$ cat config.mk
export PLATFORM = sky130hd
export DESIGN_NAME = i2cs_slave
export DESIGN_NICKNAME = d
export VERILOG_FILES = /design/src/rtl/i2cs_pkg.sv /design/src/rtl/i2cs_line_sync.sv /design/src/rtl/i2cs_slave.sv
export VERILOG_INCLUDE_DIRS = /design/src /design/src/rtl
export SDC_FILE = /design/constraint.sdc
export NUM_CORES = 1
export LEC_CHECK = 0
export BUFFER_PORTS_ARGS = -buffer_cell sky130_fd_sc_hd__buf_2
export CORE_MARGIN = 10
export CORE_UTILIZATION = 30
export CTS_CLUSTER_SIZE = 20
export DETAILED_ROUTE_END_ITERATION = 8
export PLACE_DENSITY_LB_ADDON = 0.1
export SLEW_MARGIN = 20
export SYNTH_ARGS = -nofsm -noshare
export SYNTH_HDL_FRONTEND = slang
export SYNTH_HIERARCHICAL = 1
export SYNTH_SLANG_ARGS = --single-unit
export TNS_END_PERCENT = 100
$ cat constraint.sdc
create_clock -name pclk -period 2.5 [get_ports pclk]
set_clock_uncertainty 0.15 [all_clocks]
set_input_delay 0.375 -clock pclk [delete_from_list [all_inputs] [get_ports pclk]]
set_output_delay 0.375 -clock pclk [all_outputs]
set_load 0.02 [all_outputs]
$ cat src/rtl/i2cs_defines.svh
// Offsets, field positions, reset values and timing counts of the I2C slave.
// Assumes APB with 32-bit data, one aligned word per register.
`ifndef I2CS_DEFINES_SVH
`define I2CS_DEFINES_SVH

// =====================================================================
// Register byte offsets
`define I2CS_OFF_CTRL_A   12'h000
`define I2CS_OFF_CTRL_B   12'h004
`define I2CS_OFF_OWN_ADDR 12'h008
`define I2CS_OFF_DATA     12'h00C

// =====================================================================
// Control A fields
`define I2CS_A_ENABLE     0
`define I2CS_A_IRQ_EN     1
`define I2CS_A_MODE_LSB   5
`define I2CS_MODE_I2C     3'h6

// =====================================================================
// Control B fields
`define I2CS_B_ACK_RX     0
`define I2CS_B_DIR        2
`define I2CS_B_ACK_TX     3
`define I2CS_B_TX_MODE    4
`define I2CS_B_BUSY       5
`define I2CS_B_MATCH      6
`define I2CS_B_DONE       7

// =====================================================================
// Reset values
`define I2CS_RST_CTRL_A   8'h00
`define I2CS_RST_OWN_ADDR 8'h00
`define I2CS_RST_DATA     8'h00

// =====================================================================
// Timing: bits per byte frame and bit of the acknowledge
`define I2CS_BITS_BYTE    4'h8
`define I2CS_ACK_BIT      4'h8

`endif

$ cat src/rtl/i2cs_pkg.sv
// Types shared by the I2C slave files.
// Assumes the defines header supplies the register and timing numbers; the state codes are set here.
package i2cs_pkg;
   // ==================================================================
   // Synchronised bus line levels and events
   typedef struct packed {
      logic scl;
      logic sda;
      logic scl_rise;
      logic scl_fall;
      logic start;
      logic stop;
   } i2cs_line_t;

   // ==================================================================
   // Serial engine states
   typedef enum logic [4:0] {
      I2CS_IDLE = 5'b00001,
      I2CS_ADDR = 5'b00010,
      I2CS_ACKA = 5'b00100,
      I2CS_DATA = 5'b01000,
      I2CS_ACKD = 5'b10000
   } i2cs_state_t;
endpackage

$ cat src/rtl/i2cs_line_sync.sv
// Three-stage synchroniser and condition detector for SCL and SDA.
// Assumes the pins are asynchronous to pclk.
module i2cs_line_sync
   import i2cs_pkg::*;
(
   // Clock and reset
   input  wire logic       pclk,
   input  wire logic       presetn,
   // Raw pins
   input  wire logic       scl_in,
   input  wire logic       sda_in,
   // Filtered levels and events
   output i2cs_line_t      line
);
   // =================================================================
   // Sync stages; a level counts once stages two and three agree
   logic [2:0] scl_q;
   logic [2:0] sda_q;
   logic       scl_f_q;
   logic       sda_f_q;
   wire        scl_ok = (scl_q[1] == scl_q[2]);
   wire        sda_ok = (sda_q[1] == sda_q[2]);
   wire        scl_d  = scl_ok ? scl_q[2] : scl_f_q;
   wire        sda_d  = sda_ok ? sda_q[2] : sda_f_q;

   // Shift registers, idle bus is high
   always_ff @(posedge pclk or negedge presetn) begin
      if (!presetn) begin
         scl_q   <= 3'h7;
         sda_q   <= 3'h7;
         scl_f_q <= 1'b1;
         sda_f_q <= 1'b1;
      end else begin
         scl_q   <= {scl_q[1:0], scl_in};
         sda_q   <= {sda_q[1:0], sda_in};
         scl_f_q <= scl_d;
         sda_f_q <= sda_d;
      end
   end

   // Events from filtered levels
   assign line.scl      = scl_f_q;
   assign line.sda      = sda_f_q;
   assign line.scl_rise = scl_d & ~scl_f_q;
   assign line.scl_fall = ~scl_d & scl_f_q;
   assign line.start    = scl_f_q & scl_d & sda_f_q & ~sda_d; // [RULE_01]
   assign line.stop     = scl_f_q & scl_d & ~sda_f_q & sda_d; // [RULE_23]
endmodule

$ cat src/rtl/i2cs_slave.sv
// APB-reached I2C slave interface: address match, byte shift, ACK, stretch.
// Assumes an external master drives SCL; SDA and SCL are open drain.
//
// Local design decisions: the APB interface to the registers and the register addresses.
`include "i2cs_defines.svh"

//
// Contract
// (RULE_01) START is SDA falling while SCL is high.
// (RULE_02) START sets the bus busy flag.
// (RULE_03) Slave only; never drives a START.
// (RULE_04) Receive 7-bit calling address after START, compare with own address.
// (RULE_05) Address match raises the interrupt request.
// (RULE_06) Address match sets the address match flag.
// (RULE_07) Eighth bit after address goes to the direction flag.
// (RULE_08) Matched address is acknowledged low on the ninth bit.
// (RULE_09) Interrupt from address match or byte done; match flag tells.
// (RULE_10) SCL held low after match until data written or read.
// (RULE_11) Software sets tx mode for master read, clears for master write.
// (RULE_12) Master sends STOP when its address is not acknowledged.
// (RULE_13) Bytes are 8 bits MSB first, only after address ACK.
// (RULE_14) Receiver drives ack_to_send onto SDA on ninth clock.
// (RULE_15) Transmitter records master ACK; on NACK releases SDA until STOP.
// (RULE_16) Master sends STOP after NACK once SDA released.
// (RULE_17) Bytes pass through the shared data register both ways.
// (RULE_18) Software writes address, then enable, then interrupt enable.
// (RULE_19) STOP clears the bus busy flag.
// (RULE_20) Byte done flag low during a byte, high with interrupt after.
// (RULE_21) Mode field must be 110 for the I2C function.
// (RULE_22) Own address register holds address in bits 7..1, bit 0 unused.
// (RULE_23) STOP is SDA rising while SCL is high, ends transaction.
module i2cs_slave
   import i2cs_pkg::*;
(
   // APB clock and reset
   input  wire logic        pclk,
   input  wire logic        presetn,
   // APB slave
   input  wire logic        psel,
   input  wire logic        penable,
   input  wire logic        pwrite,
   input  wire logic [11:0] paddr,
   input  wire logic [31:0] pwdata,
   output logic      [31:0] prdata,
   output logic             pready,
   output logic             pslverr,
   // I2C pins, open drain
   input  wire logic        scl_in,
   output logic             scl_out,
   output logic             scl_oe,
   input  wire logic        sda_in,
   output logic             sda_out,
   output logic             sda_oe,
   // Request to the interrupt controller
   output logic             serial_irq
);
   // =================================================================
   // Line conditioning
   i2cs_line_t line;

   i2cs_line_sync u_sync (
      .pclk    (pclk),
      .presetn (presetn),
      .scl_in  (scl_in),
      .sda_in  (sda_in),
      .line    (line)
   );

   // =================================================================
   // Registers
   logic [7:0]  serial_ctrl_a_q;
   logic [7:0]  own_address_reg_q;
   logic [7:0]  shift_data_reg_q;
   logic        tx_mode_sel_q;
   logic        ack_to_send_q;
   logic        ack_received_flag_q;
   logic        dir_request_flag_q;
   logic        bus_busy_flag_q;
   logic        addr_match_flag_q;
   logic        byte_done_flag_q;
   logic        hold_q;
   logic        nack_wait_q;
   i2cs_state_t state_q;
   logic [3:0]  bit_cnt_q;
   logic [7:0]  sh_q;
   logic        sda_drv_q;
   logic        irq_q;
   logic [31:0] prdata_q;
   logic        pslverr_q;
   logic [1:0]  rel_q;

   // =================================================================
   // APB decode; always ready, one access cycle
   wire acc       = psel & penable;
   wire wr        = acc & pwrite;
   wire rd        = acc & ~pwrite;
   wire hit_a     = (paddr == `I2CS_OFF_CTRL_A);
   wire hit_b     = (paddr == `I2CS_OFF_CTRL_B);
   wire hit_adr   = (paddr == `I2CS_OFF_OWN_ADDR);
   wire hit_dat   = (paddr == `I2CS_OFF_DATA);
   wire mapped    = hit_a | hit_b | hit_adr | hit_dat;
   wire wr_a      = wr & hit_a;
   wire wr_b      = wr & hit_b;
   wire wr_adr    = wr & hit_adr;
   wire wr_dat    = wr & hit_dat;
   wire rd_dat    = rd & hit_dat;
   wire rd_b      = rd & hit_b;

   // Control decode; mode 110 is required for the I2C function
   wire iface_enable      = serial_ctrl_a_q[`I2CS_A_ENABLE];
   wire serial_irq_enable = serial_ctrl_a_q[`I2CS_A_IRQ_EN];
   wire [2:0] serial_mode_field =
      serial_ctrl_a_q[`I2CS_A_MODE_LSB +: 3];
   wire active = iface_enable &
                 (serial_mode_field == `I2CS_MODE_I2C); // [RULE_21]

   wire [7:0] serial_ctrl_b = {byte_done_flag_q, addr_match_flag_q,
                               bus_busy_flag_q, tx_mode_sel_q,
                               ack_to_send_q, dir_request_flag_q,
                               1'b0, ack_received_flag_q};

   // Read mux
   wire [7:0] rd_byte = hit_a   ? serial_ctrl_a_q :
                        hit_b   ? serial_ctrl_b :
                        hit_adr ? {own_address_reg_q[7:1], 1'b0} :
                        hit_dat ? shift_data_reg_q : 8'h00;

   // =================================================================
   // Serial engine decode
   wire in_addr   = (state_q == I2CS_ADDR);
   wire in_data   = (state_q == I2CS_DATA);
   wire in_acka   = (state_q == I2CS_ACKA);
   wire in_ackd   = (state_q == I2CS_ACKD);
   wire frame_end = (bit_cnt_q == `I2CS_BITS_BYTE - 4'h1);
   // Ninth bit period: from the eighth SCL fall to the ninth
   wire ack_slot  = (bit_cnt_q == `I2CS_ACK_BIT + 4'h1);
   // First bit comes straight from the register, so a late write counts
   wire tx_bit    = (bit_cnt_q == 4'h0) ? shift_data_reg_q[7] : sh_q[7];
   wire [7:0] sh_next = {sh_q[6:0], line.sda};  // MSB first [RULE_13]
   // Calling address compare on the eighth sampled bit [RULE_04]
   wire addr_hit  = in_addr & line.scl_rise & frame_end &
                    (sh_q[6:0] == own_address_reg_q[7:1]); // [RULE_22]
   wire byte_in   = in_data & line.scl_rise & frame_end;
   wire abort     = line.stop | line.start | ~active;
   // Release of stretching by software access [RULE_10]
   wire release_h = hold_q & (tx_mode_sel_q ? wr_dat : rd_dat);

   // Control A, own address, tx mode and ack bits written by software
   always_ff @(posedge pclk or negedge presetn) begin
      if (!presetn) begin
         serial_ctrl_a_q   <= `I2CS_RST_CTRL_A;
         own_address_reg_q <= `I2CS_RST_OWN_ADDR;
         tx_mode_sel_q     <= 1'b0;
         ack_to_send_q     <= 1'b0;
      end else begin
         if (wr_a)   serial_ctrl_a_q   <= pwdata[7:0];
         if (wr_adr) own_address_reg_q <= pwdata[7:0];
         if (wr_b) begin
            tx_mode_sel_q <= pwdata[`I2CS_B_TX_MODE]; // [RULE_11]
            ack_to_send_q <= pwdata[`I2CS_B_ACK_TX];
         end
      end
   end

   // Shared data register: software writes, received bytes land [RULE_17]
   always_ff @(posedge pclk or negedge presetn) begin
      if (!presetn)
         shift_data_reg_q <= `I2CS_RST_DATA;
      else if (byte_in & ~tx_mode_sel_q)
         shift_data_reg_q <= sh_next;
      else if (wr_dat)
         shift_data_reg_q <= pwdata[7:0];
   end

   // Bus busy: START sets, STOP clears [RULE_02] [RULE_19]
   always_ff @(posedge pclk or negedge presetn) begin
      if (!presetn)
         bus_busy_flag_q <= 1'b0;
      else if (!active)
         bus_busy_flag_q <= 1'b0;
      else if (line.start)
         bus_busy_flag_q <= 1'b1; // [RULE_02]
      else if (line.stop)
         bus_busy_flag_q <= 1'b0; // [RULE_19]
   end

   // Status flags; hardware sets win over clears
   always_ff @(posedge pclk or negedge presetn) begin
      if (!presetn) begin
         addr_match_flag_q   <= 1'b0;
         dir_request_flag_q  <= 1'b0;
         byte_done_flag_q    <= 1'b1;
         ack_received_flag_q <= 1'b0;
      end else begin
         if (addr_hit) begin
            addr_match_flag_q  <= 1'b1;         // [RULE_06]
            dir_request_flag_q <= line.sda;     // [RULE_07]
         end else if (line.start | (in_data & line.scl_fall))
            addr_match_flag_q  <= 1'b0;
         // Low while a byte moves, high when eight bits done [RULE_20]
         if (addr_hit | (in_data & frame_end & line.scl_rise))
            byte_done_flag_q <= 1'b1;
         else if (in_data & line.scl_rise)
            byte_done_flag_q <= 1'b0;
         // Master acknowledge captured as transmitter [RULE_15]
         if (in_ackd & tx_mode_sel_q & line.scl_rise)
            ack_received_flag_q <= line.sda;
      end
   end

   // Serial state machine
   always_ff @(posedge pclk or negedge presetn) begin
      if (!presetn) begin
         state_q   <= I2CS_IDLE;
         bit_cnt_q <= 4'h0;
         sh_q      <= 8'h00;
         nack_wait_q <= 1'b0;
      end else if (abort) begin
         // STOP ends all; START restarts address phase [RULE_23]
         state_q     <= (line.start & active) ? I2CS_ADDR : I2CS_IDLE;
         bit_cnt_q   <= 4'h0;
         nack_wait_q <= 1'b0;
      end else begin
         unique case (state_q)
            I2CS_IDLE: ;
            I2CS_ADDR: if (line.scl_rise) begin
               sh_q      <= sh_next;
               bit_cnt_q <= bit_cnt_q + 4'h1;
               if (frame_end)
                  state_q <= addr_hit ? I2CS_ACKA : I2CS_IDLE;
            end
            I2CS_ACKA: if (line.scl_fall) begin
               // First fall opens the ACK slot, the second ends it
               if (!ack_slot)
                  bit_cnt_q <= bit_cnt_q + 4'h1;
               else begin
                  state_q   <= I2CS_DATA; // data only after ACK [RULE_13]
                  bit_cnt_q <= 4'h0;
               end
            end
            I2CS_DATA: begin
               // Until the first rise the byte follows the data register
               if (tx_mode_sel_q & bit_cnt_q == 4'h0)
                  sh_q <= shift_data_reg_q;
               else if (line.scl_fall & tx_mode_sel_q)
                  sh_q <= {sh_q[6:0], 1'b0};
               if (line.scl_rise) begin
                  bit_cnt_q <= bit_cnt_q + 4'h1;
                  if (!tx_mode_sel_q)
                     sh_q <= sh_next;
                  if (frame_end)
                     state_q <= I2CS_ACKD;
               end
            end
            I2CS_ACKD: begin
               if (line.scl_rise & tx_mode_sel_q & line.sda)
                  nack_wait_q <= 1'b1;   // wait for STOP [RULE_15]
               if (line.scl_fall & ~ack_slot)
                  bit_cnt_q <= bit_cnt_q + 4'h1;
               else if (line.scl_fall & ~nack_wait_q) begin
                  state_q   <= I2CS_DATA;
                  bit_cnt_q <= 4'h0;
               end
            end
         endcase
      end
   end

   // Clock stretch after match or byte, until software access [RULE_10]
   // Release lags two cycles so the first data bit is out before SCL rises
   always_ff @(posedge pclk or negedge presetn) begin
      if (!presetn) begin
         hold_q <= 1'b0;
         rel_q  <= 2'b00;
      end else begin
         rel_q <= {rel_q[0], release_h};
         if (abort | rel_q[1])
            hold_q <= 1'b0;
         else if ((in_acka | in_ackd) & line.scl_fall & ack_slot &
                  ~nack_wait_q)
            hold_q <= 1'b1;
      end
   end

   // SDA drive; slave never makes START or STOP [RULE_03]
   wire drv_ack_a = in_acka & ack_slot;               // [RULE_08]
   wire drv_ack_d = in_ackd & ack_slot & ~tx_mode_sel_q &
                    ~ack_to_send_q;                   // [RULE_14]
   wire drv_data  = in_data & tx_mode_sel_q & ~tx_bit & ~nack_wait_q;
   wire sda_low   = active & (drv_ack_a | drv_ack_d | drv_data);
   // Changes only while SCL is seen low, except that an abort releases it at any time
   always_ff @(posedge pclk or negedge presetn) begin
      if (!presetn)
         sda_drv_q <= 1'b0;
      else if (~line.scl | abort)
         sda_drv_q <= sda_low & ~abort;
   end

   // Interrupt request: match or byte done [RULE_05] [RULE_09]
   always_ff @(posedge pclk or negedge presetn) begin
      if (!presetn)
         irq_q <= 1'b0;
      else if (addr_hit | byte_in)
         irq_q <= serial_irq_enable;
      else if (rd_b | ~serial_irq_enable)
         irq_q <= 1'b0;
   end

   // APB read data register
   always_ff @(posedge pclk or negedge presetn) begin
      if (!presetn) begin
         prdata_q  <= 32'h0000_0000;
         pslverr_q <= 1'b0;
      end else begin
         // Error latched in setup, stands for the access phase
         pslverr_q <= psel & ~penable & ~mapped;
         if (psel & ~penable & ~pwrite)
            prdata_q <= {24'h00_0000, rd_byte};
      end
   end

   // =================================================================
   // Outputs
   assign prdata     = prdata_q;
   assign pready     = 1'b1;
   assign pslverr    = pslverr_q;
   assign scl_out    = 1'b0;
   assign scl_oe     = hold_q;
   assign sda_out    = 1'b0;
   assign sda_oe     = sda_drv_q;
   assign serial_irq = irq_q;
endmodule

# Word level (Yosys, flattened, before mapping)

Index checks and enable logic that the tools add are counted.

ROM bits: 0
Bits in latches: 0
Register bits: 71
Bits of input ports: 51
Logic and storage cells: 196
Memories kept: 0
Bits in writable memories: 0

$add $sub $neg: 1
Reduce and logical (&&, ||, !) cells: 17
Order comparisons: 0
Bitwise logic cells: 80
$mul: 0
Shifts and indexed selects: 0
Equality and inequality tests: 25
Multiplexer cells: 49
Divide/modulo/power cells: 0

Operators with widths:

| kind                  | number |
|---|---|
| $mux W8               | 11 |
| $and A1 B1 Y1         | 51 |
| $mux W5               | 9 |
| $eq A12 B4 Y1 const B | 2 |
| $mux W4               | 6 |
| $pmux W5 S4           | 1 |
| $mux W1               | 18 |
| $pmux W8 S2           | 1 |
| $reduce_bool A2 Y1    | 8 |
| $ne A3 B1 Y1 const B  | 5 |
| $not A1 Y1            | 15 |
| $or A1 B1 Y1          | 14 |
| $eq A12 B3 Y1 const B | 1 |
| $logic_not A12 Y1     | 1 |
| $pmux W4 S3           | 1 |
| $ne A3 B2 Y1 const B  | 3 |
| $reduce_and A9 Y1     | 1 |
| $eq A7 B7 Y1          | 1 |
| $ne A3 B3 Y1 const B  | 2 |
| $eq A5 B2 Y1 const B  | 1 |
| $eq A5 B3 Y1 const B  | 1 |
| $eq A5 B4 Y1 const B  | 1 |
| $eq A5 B5 Y1 const B  | 1 |
| $reduce_bool A5 Y1    | 1 |
| other kinds (15)      | 16 |

# Logic depth before layout (Yosys ltp)

Depth after elaboration: 11
Depth in mapped cells: 7
Gate-level depth less buffers: 7

# Hierarchy

Netlist, hierarchy kept.

Modules (own cells, without submodules):

| module         | area each (um^2) | sequential area each (um^2) | instances | cells an instance |
|---|---|---|---|---|
| i2cs_slave     | 3589.7           | 1554.0                      | 1         | 353 |
| i2cs_line_sync | 292.8            | 210.2                       | 1         | 19 |

# Worst setup path before layout

OpenSTA, ideal clock, no wires.

Path kind: register to register
From: reg u_sync.scl_f_q
To: reg state_q[3]
Arrival: 1968 ps
Stages on the path, launching flop included: 7
Buffers on the path: 0
Path slack: 250 ps
Clock period less this slack: 2250 ps
Cell sequence: dfstp_2 -> nor3b_1 -> inv_1 -> a2111o_1 -> o2111ai_1 -> mux2i_1 -> nor2_1

RTL lines:

| element                  | RTL line             | text |
|---|---|---|
| start: declaration       | i2cs_line_sync.sv:19 | `logic scl_f_q;` |
| start signal: assignment | i2cs_line_sync.sv:36 | `scl_f_q <= scl_d;` |
| end signal: assignment   | i2cs_slave.sv:220    | `state_q <= (line.start & active) ? I2CS_ADDR : I2CS_IDLE;` |
| end signal: assignment   | i2cs_slave.sv:230    | `state_q <= addr_hit ? I2CS_ACKA : I2CS_IDLE;` |
| end: declaration         | i2cs_slave.sv:83     | `i2cs_state_t state_q;` |

==> reports/qor.log <==
qor: status.run_status complete, no violations
qor: cells_and_area.antennaDiodeCount 0
qor: floorplanning.design.core.area 0.0127 mm^2
qor: drt.detail_route.iter0.violations 158
qor: cells_and_area.finish.cell_count_without_fillers 606
qor: worst_setup_path.criticalPathCategory register to register
qor: drt.routed-via-count 2,916
qor: clock_network.postCtsSetupBuffers 0
qor: cells_and_area.fin_nets 483
qor: cells_and_area.ratio_of_cells_with_drive_above_1_in_the_final_layout 0.276
qor: yosys.synthDominantCellAreaShare 0.387
qor: worst_setup_path.regToRegSetupSlack 0.24 ns
qor: cells_and_area.multi_input_area 0.00189 mm^2
qor: sta.slew_violations 0
qor: sta.timing.max_slew.rel_slack 0.554
qor: drt.drt-pass1-iter-count 4
qor: grt.grtUsageTotal 0.119
qor: power_and_ir_drop.finalPower 2590 uW
qor: placed_design.gp_routability_congestion 0.757
qor: clock_network.worst_skew_pair.late_latency 0.34 ns
qor: clock_network.cts_inserted_buffers 9
qor: sta.setup_violations 0
qor: floorplanning.initial_utilization 0.306
qor: sta.setup_repair_after_global_routing_missed_its_margin false
qor: drt.wl 10,200 um
qor: clock_network.clock-sinks 70
qor: cells_and_area.share_of_the_core_filled_with_cells 0.365
qor: run.max_cap_viol_count 0
qor: clock_network.tritoncts built
qor: drt.route.detailed.drc 0
qor: yosys.ys_warn_count 6
qor: placed_design.dp_hpwl 7670 um
qor: clock_network.clk_root_buffer_cell sky130_fd_sc_hd__clkbuf_16
qor: yosys.ys_async_sr_fraction 1.00
qor: yosys.number_of_distinct_library_cell_variants_in_the_gate_level_netlist_after_synthesis 60
qor: cells_and_area.final_design_area_no_fill 0.00462 mm^2
qor: clock_network.ctsHtreeMaxLevel 3
qor: yosys.flops_latches_synth 70
qor: worst_setup_path.cp.required 2.60 ns
qor: sta.timing.final.crit_period 2.26 ns
qor: clock_network.clkSlewWorstSetupHoldPaths 0.06 ns
qor: yosys.synth-edff-count 0
qor: worst_setup_path.critical_path_peak_fanout 7
qor: grt.initial_antenna_violation_count 0
qor: sta.worst_pin_slew 0.670 ns
qor: floorplanning.overall_die_height 134 um
qor: floorplanning.rows 41
qor: floorplanning.die_w 134 um
qor: grt.overflow 0
qor: drt.routed_via_density 4.81
qor: placed_design.placed_cells_incl_taps 587
qor: grt.grt_first_pass_wirelength 16,900 um
qor: cells_and_area.syn2layout_area_growth 19.0%
qor: drt.post_drt_wl_per_cell 16.8 um
qor: power_and_ir_drop.vdd_ir_drop_max 0.000375 V
qor: yosys.synthTopCellsByArea sky130_fd_sc_hd__dfrtp_1 39%, sky130_fd_sc_hd__dfstp_2 6.8%, sky130_fd_sc_hd__buf_4 5.6%
qor: floorplanning.count_of_pins_on_the_block_boundary 90
qor: worst_setup_path.crit_arrival 2.36 ns
qor: yosys.netlist_instances 372
qor: yosys.syn_avg_cell_area 10.4 um^2
qor: placed_design.portBuffers 38
qor: cells_and_area.area.sequential 0.00176 mm^2
qor: grt.first_global_vias 3,095
qor: power_and_ir_drop.cellPowerDensity 561 mW/mm^2
qor: placed_design.placed_area 0.00430 mm^2
qor: worst_setup_path.cp-start-kind register
qor: cells_and_area.n_fill_cell 1,332
qor: power_and_ir_drop.power.leakage 0.00211 uW
qor: yosys.postSynth.topFlopCell sky130_fd_sc_hd__dfrtp_1
qor: worst_setup_path.cp-end-kind register
qor: yosys.yosysSeqAreaShare 0.454
qor: worst_hold_path.worst_hold_path_type input port to register
qor: yosys.mappedNetlistArea 0.00388 mm^2
qor: sta.timing_limited_maximum_frequency 443 MHz
qor: clock_network.cts_max_path_bufs 2
qor: yosys.post-synth-top-area-cell sky130_fd_sc_hd__dfrtp_1
qor: sta.final_number_of_hold_violating_endpoints 0
qor: drt.ant_nets 0
qor: sta.fin_crit_sh 0.903
qor: grt.pin_count_of_the_biggest_net_entering_global_routing 29
qor: floorplanning.fp.dieArea 0.0179 mm^2
qor: sta.final.setup.tns 0 ns
## state kept, by name (all words and copies together), names as in the netlist, 2 cells and up
name	count
own_address_reg_q	7
sh_q	8
state_q	5
u_sync/sda_q	3
shift_data_reg_q	8
prdata	8
rel_q	2
bit_cnt_q	4
u_sync/scl_q	3
serial_ctrl_a_q	8
## cells in the mapped netlist, drive strengths merged (4+ instances only)
cell,number
nand2b,4
mux2i,12
nor4,6
dfstp,10
inv,14
clkbuf,11
nand4,8
a21oi,16
buf,33
or3,5
nor3b,4
nand2,30
o21ai,14
o22a,10
xor2,9
nor3,7
mux4,6
a31oi,5
dfrtp,60
nand3,9
o22ai,5
nor2,25
mux2,17
## kinds of logic (layout without fill, tap and decap cells)
logic type	count (synthesis)	count (layout)	share of synthesized area
and+or+nand+nor	119	119	0.179
AOI/OAI and AO/OA	72	72	0.125
DFF	70	70	0.454
buffers and inverters	58	95	0.0851
muxes	35	35	0.115
xor gates and xnor gates	11	11	0.0248
adders and majority gates	5	5	0.0148
other	2	27	0.00193
## where the power goes
part | leakage, uW | internal [uW] | switching [uW] | total [uW]
logic | 0.00108 | 57.4 | 119 | 177
clock network | 0.000143 | 766 | 490 | 1260
registers | 0.000891 | 1150 | 11.0 | 1160
total | 0.00211 | 1970 | 620 | 2590
## worst paths after layout
check                                from                   end  depth (start not counted)
setup / recovery           u_sync/scl_f_q            state_q[0]                          7
hold / removal                  pwdata[1]    serial_ctrl_a_q[1]                          3
setup reg to reg           u_sync/scl_f_q            state_q[0]                          7
hold reg to reg                  rel_q[0]              rel_q[1]                          0
max in group asynchronous         presetn  own_address_reg_q[2]                          3
min in group asynchronous         presetn            state_q[1]                          2
## cell type report
class / count / share of cell area
Clock inverter: 5 / 0.0108
Inverter: 14 / 0.0114
Sequential cell: 70 / 0.382
Multi-Input combinational cell: 269 / 0.410
Timing Repair Buffer: 65 / 0.0893
Clock buffer: 11 / 0.0504
Tap cell: 172 / 0.0466
## critical path, stage by stage (launching register included)
cell                        delay [ns]
sky130_fd_sc_hd__dfstp_2          0.55
sky130_fd_sc_hd__nor3b_1          0.21
sky130_fd_sc_hd__buf_4            0.21
sky130_fd_sc_hd__inv_1            0.09
sky130_fd_sc_hd__o211ai_1         0.24
sky130_fd_sc_hd__o2111ai_2        0.29
sky130_fd_sc_hd__nor3b_1          0.23
sky130_fd_sc_hd__a211oi_1         0.21
## layout by cell type, fill, tap and decap left out, drive strengths merged, types with 3 or more instances in the layout
cell type | Yosys | routed
mux4 | 6 | 6
buf | 33 | 62
a31oi | 5 | 5
xor2 | 9 | 9
nor2 | 25 | 25
nand3 | 9 | 9
ha | 3 | 3
or3 | 5 | 5
mux2 | 17 | 17
nand2b | 4 | 4
clkinv | 0 | 4
dfrtp | 60 | 60
nand2 | 30 | 30
inv | 14 | 14
a21oi | 16 | 16
mux2i | 12 | 12
nand4 | 8 | 8
o21ai | 14 | 14
nor3 | 7 | 7
nor3b | 4 | 4
nor4 | 6 | 6
conb | 2 | 27
o22a | 10 | 10
clkbuf | 11 | 11
o31ai | 3 | 3
dlygate4sd3 | 0 | 3
nand3b | 3 | 3
nor4b | 3 | 3
nor2b | 3 | 3
dfstp | 10 | 10
o22ai | 5 | 5
o211ai | 3 | 3
## routing by layer
layer,vias up,wire (um),track usage
met5,-,0,0
met4,0,77,0.0278
met3,6,655,0.0462
met2,74,4510,0.173
met1,1425,4910,0.162
li1,1411,-,-
## what timing repair did
item | in CTS | in global routing
endpoints found under the setup margin | 0 | 3
endpoints found under the hold margin | 24 | 0
resized for setup | 0 | 3
hold buffers | 3 | 0
## stage by stage
stage,worst slack (ns),hold WS (ns)
6_report,0.242,0.142
2_1_floorplan,0.250,-0.0706
3_3_place_gp,0.175,0.188
3_5_place_dp,0.166,0.191
4_1_cts,0.137,0.141
5_1_grt,0.00314,0.150
Power figures use the tool's default switching activity.
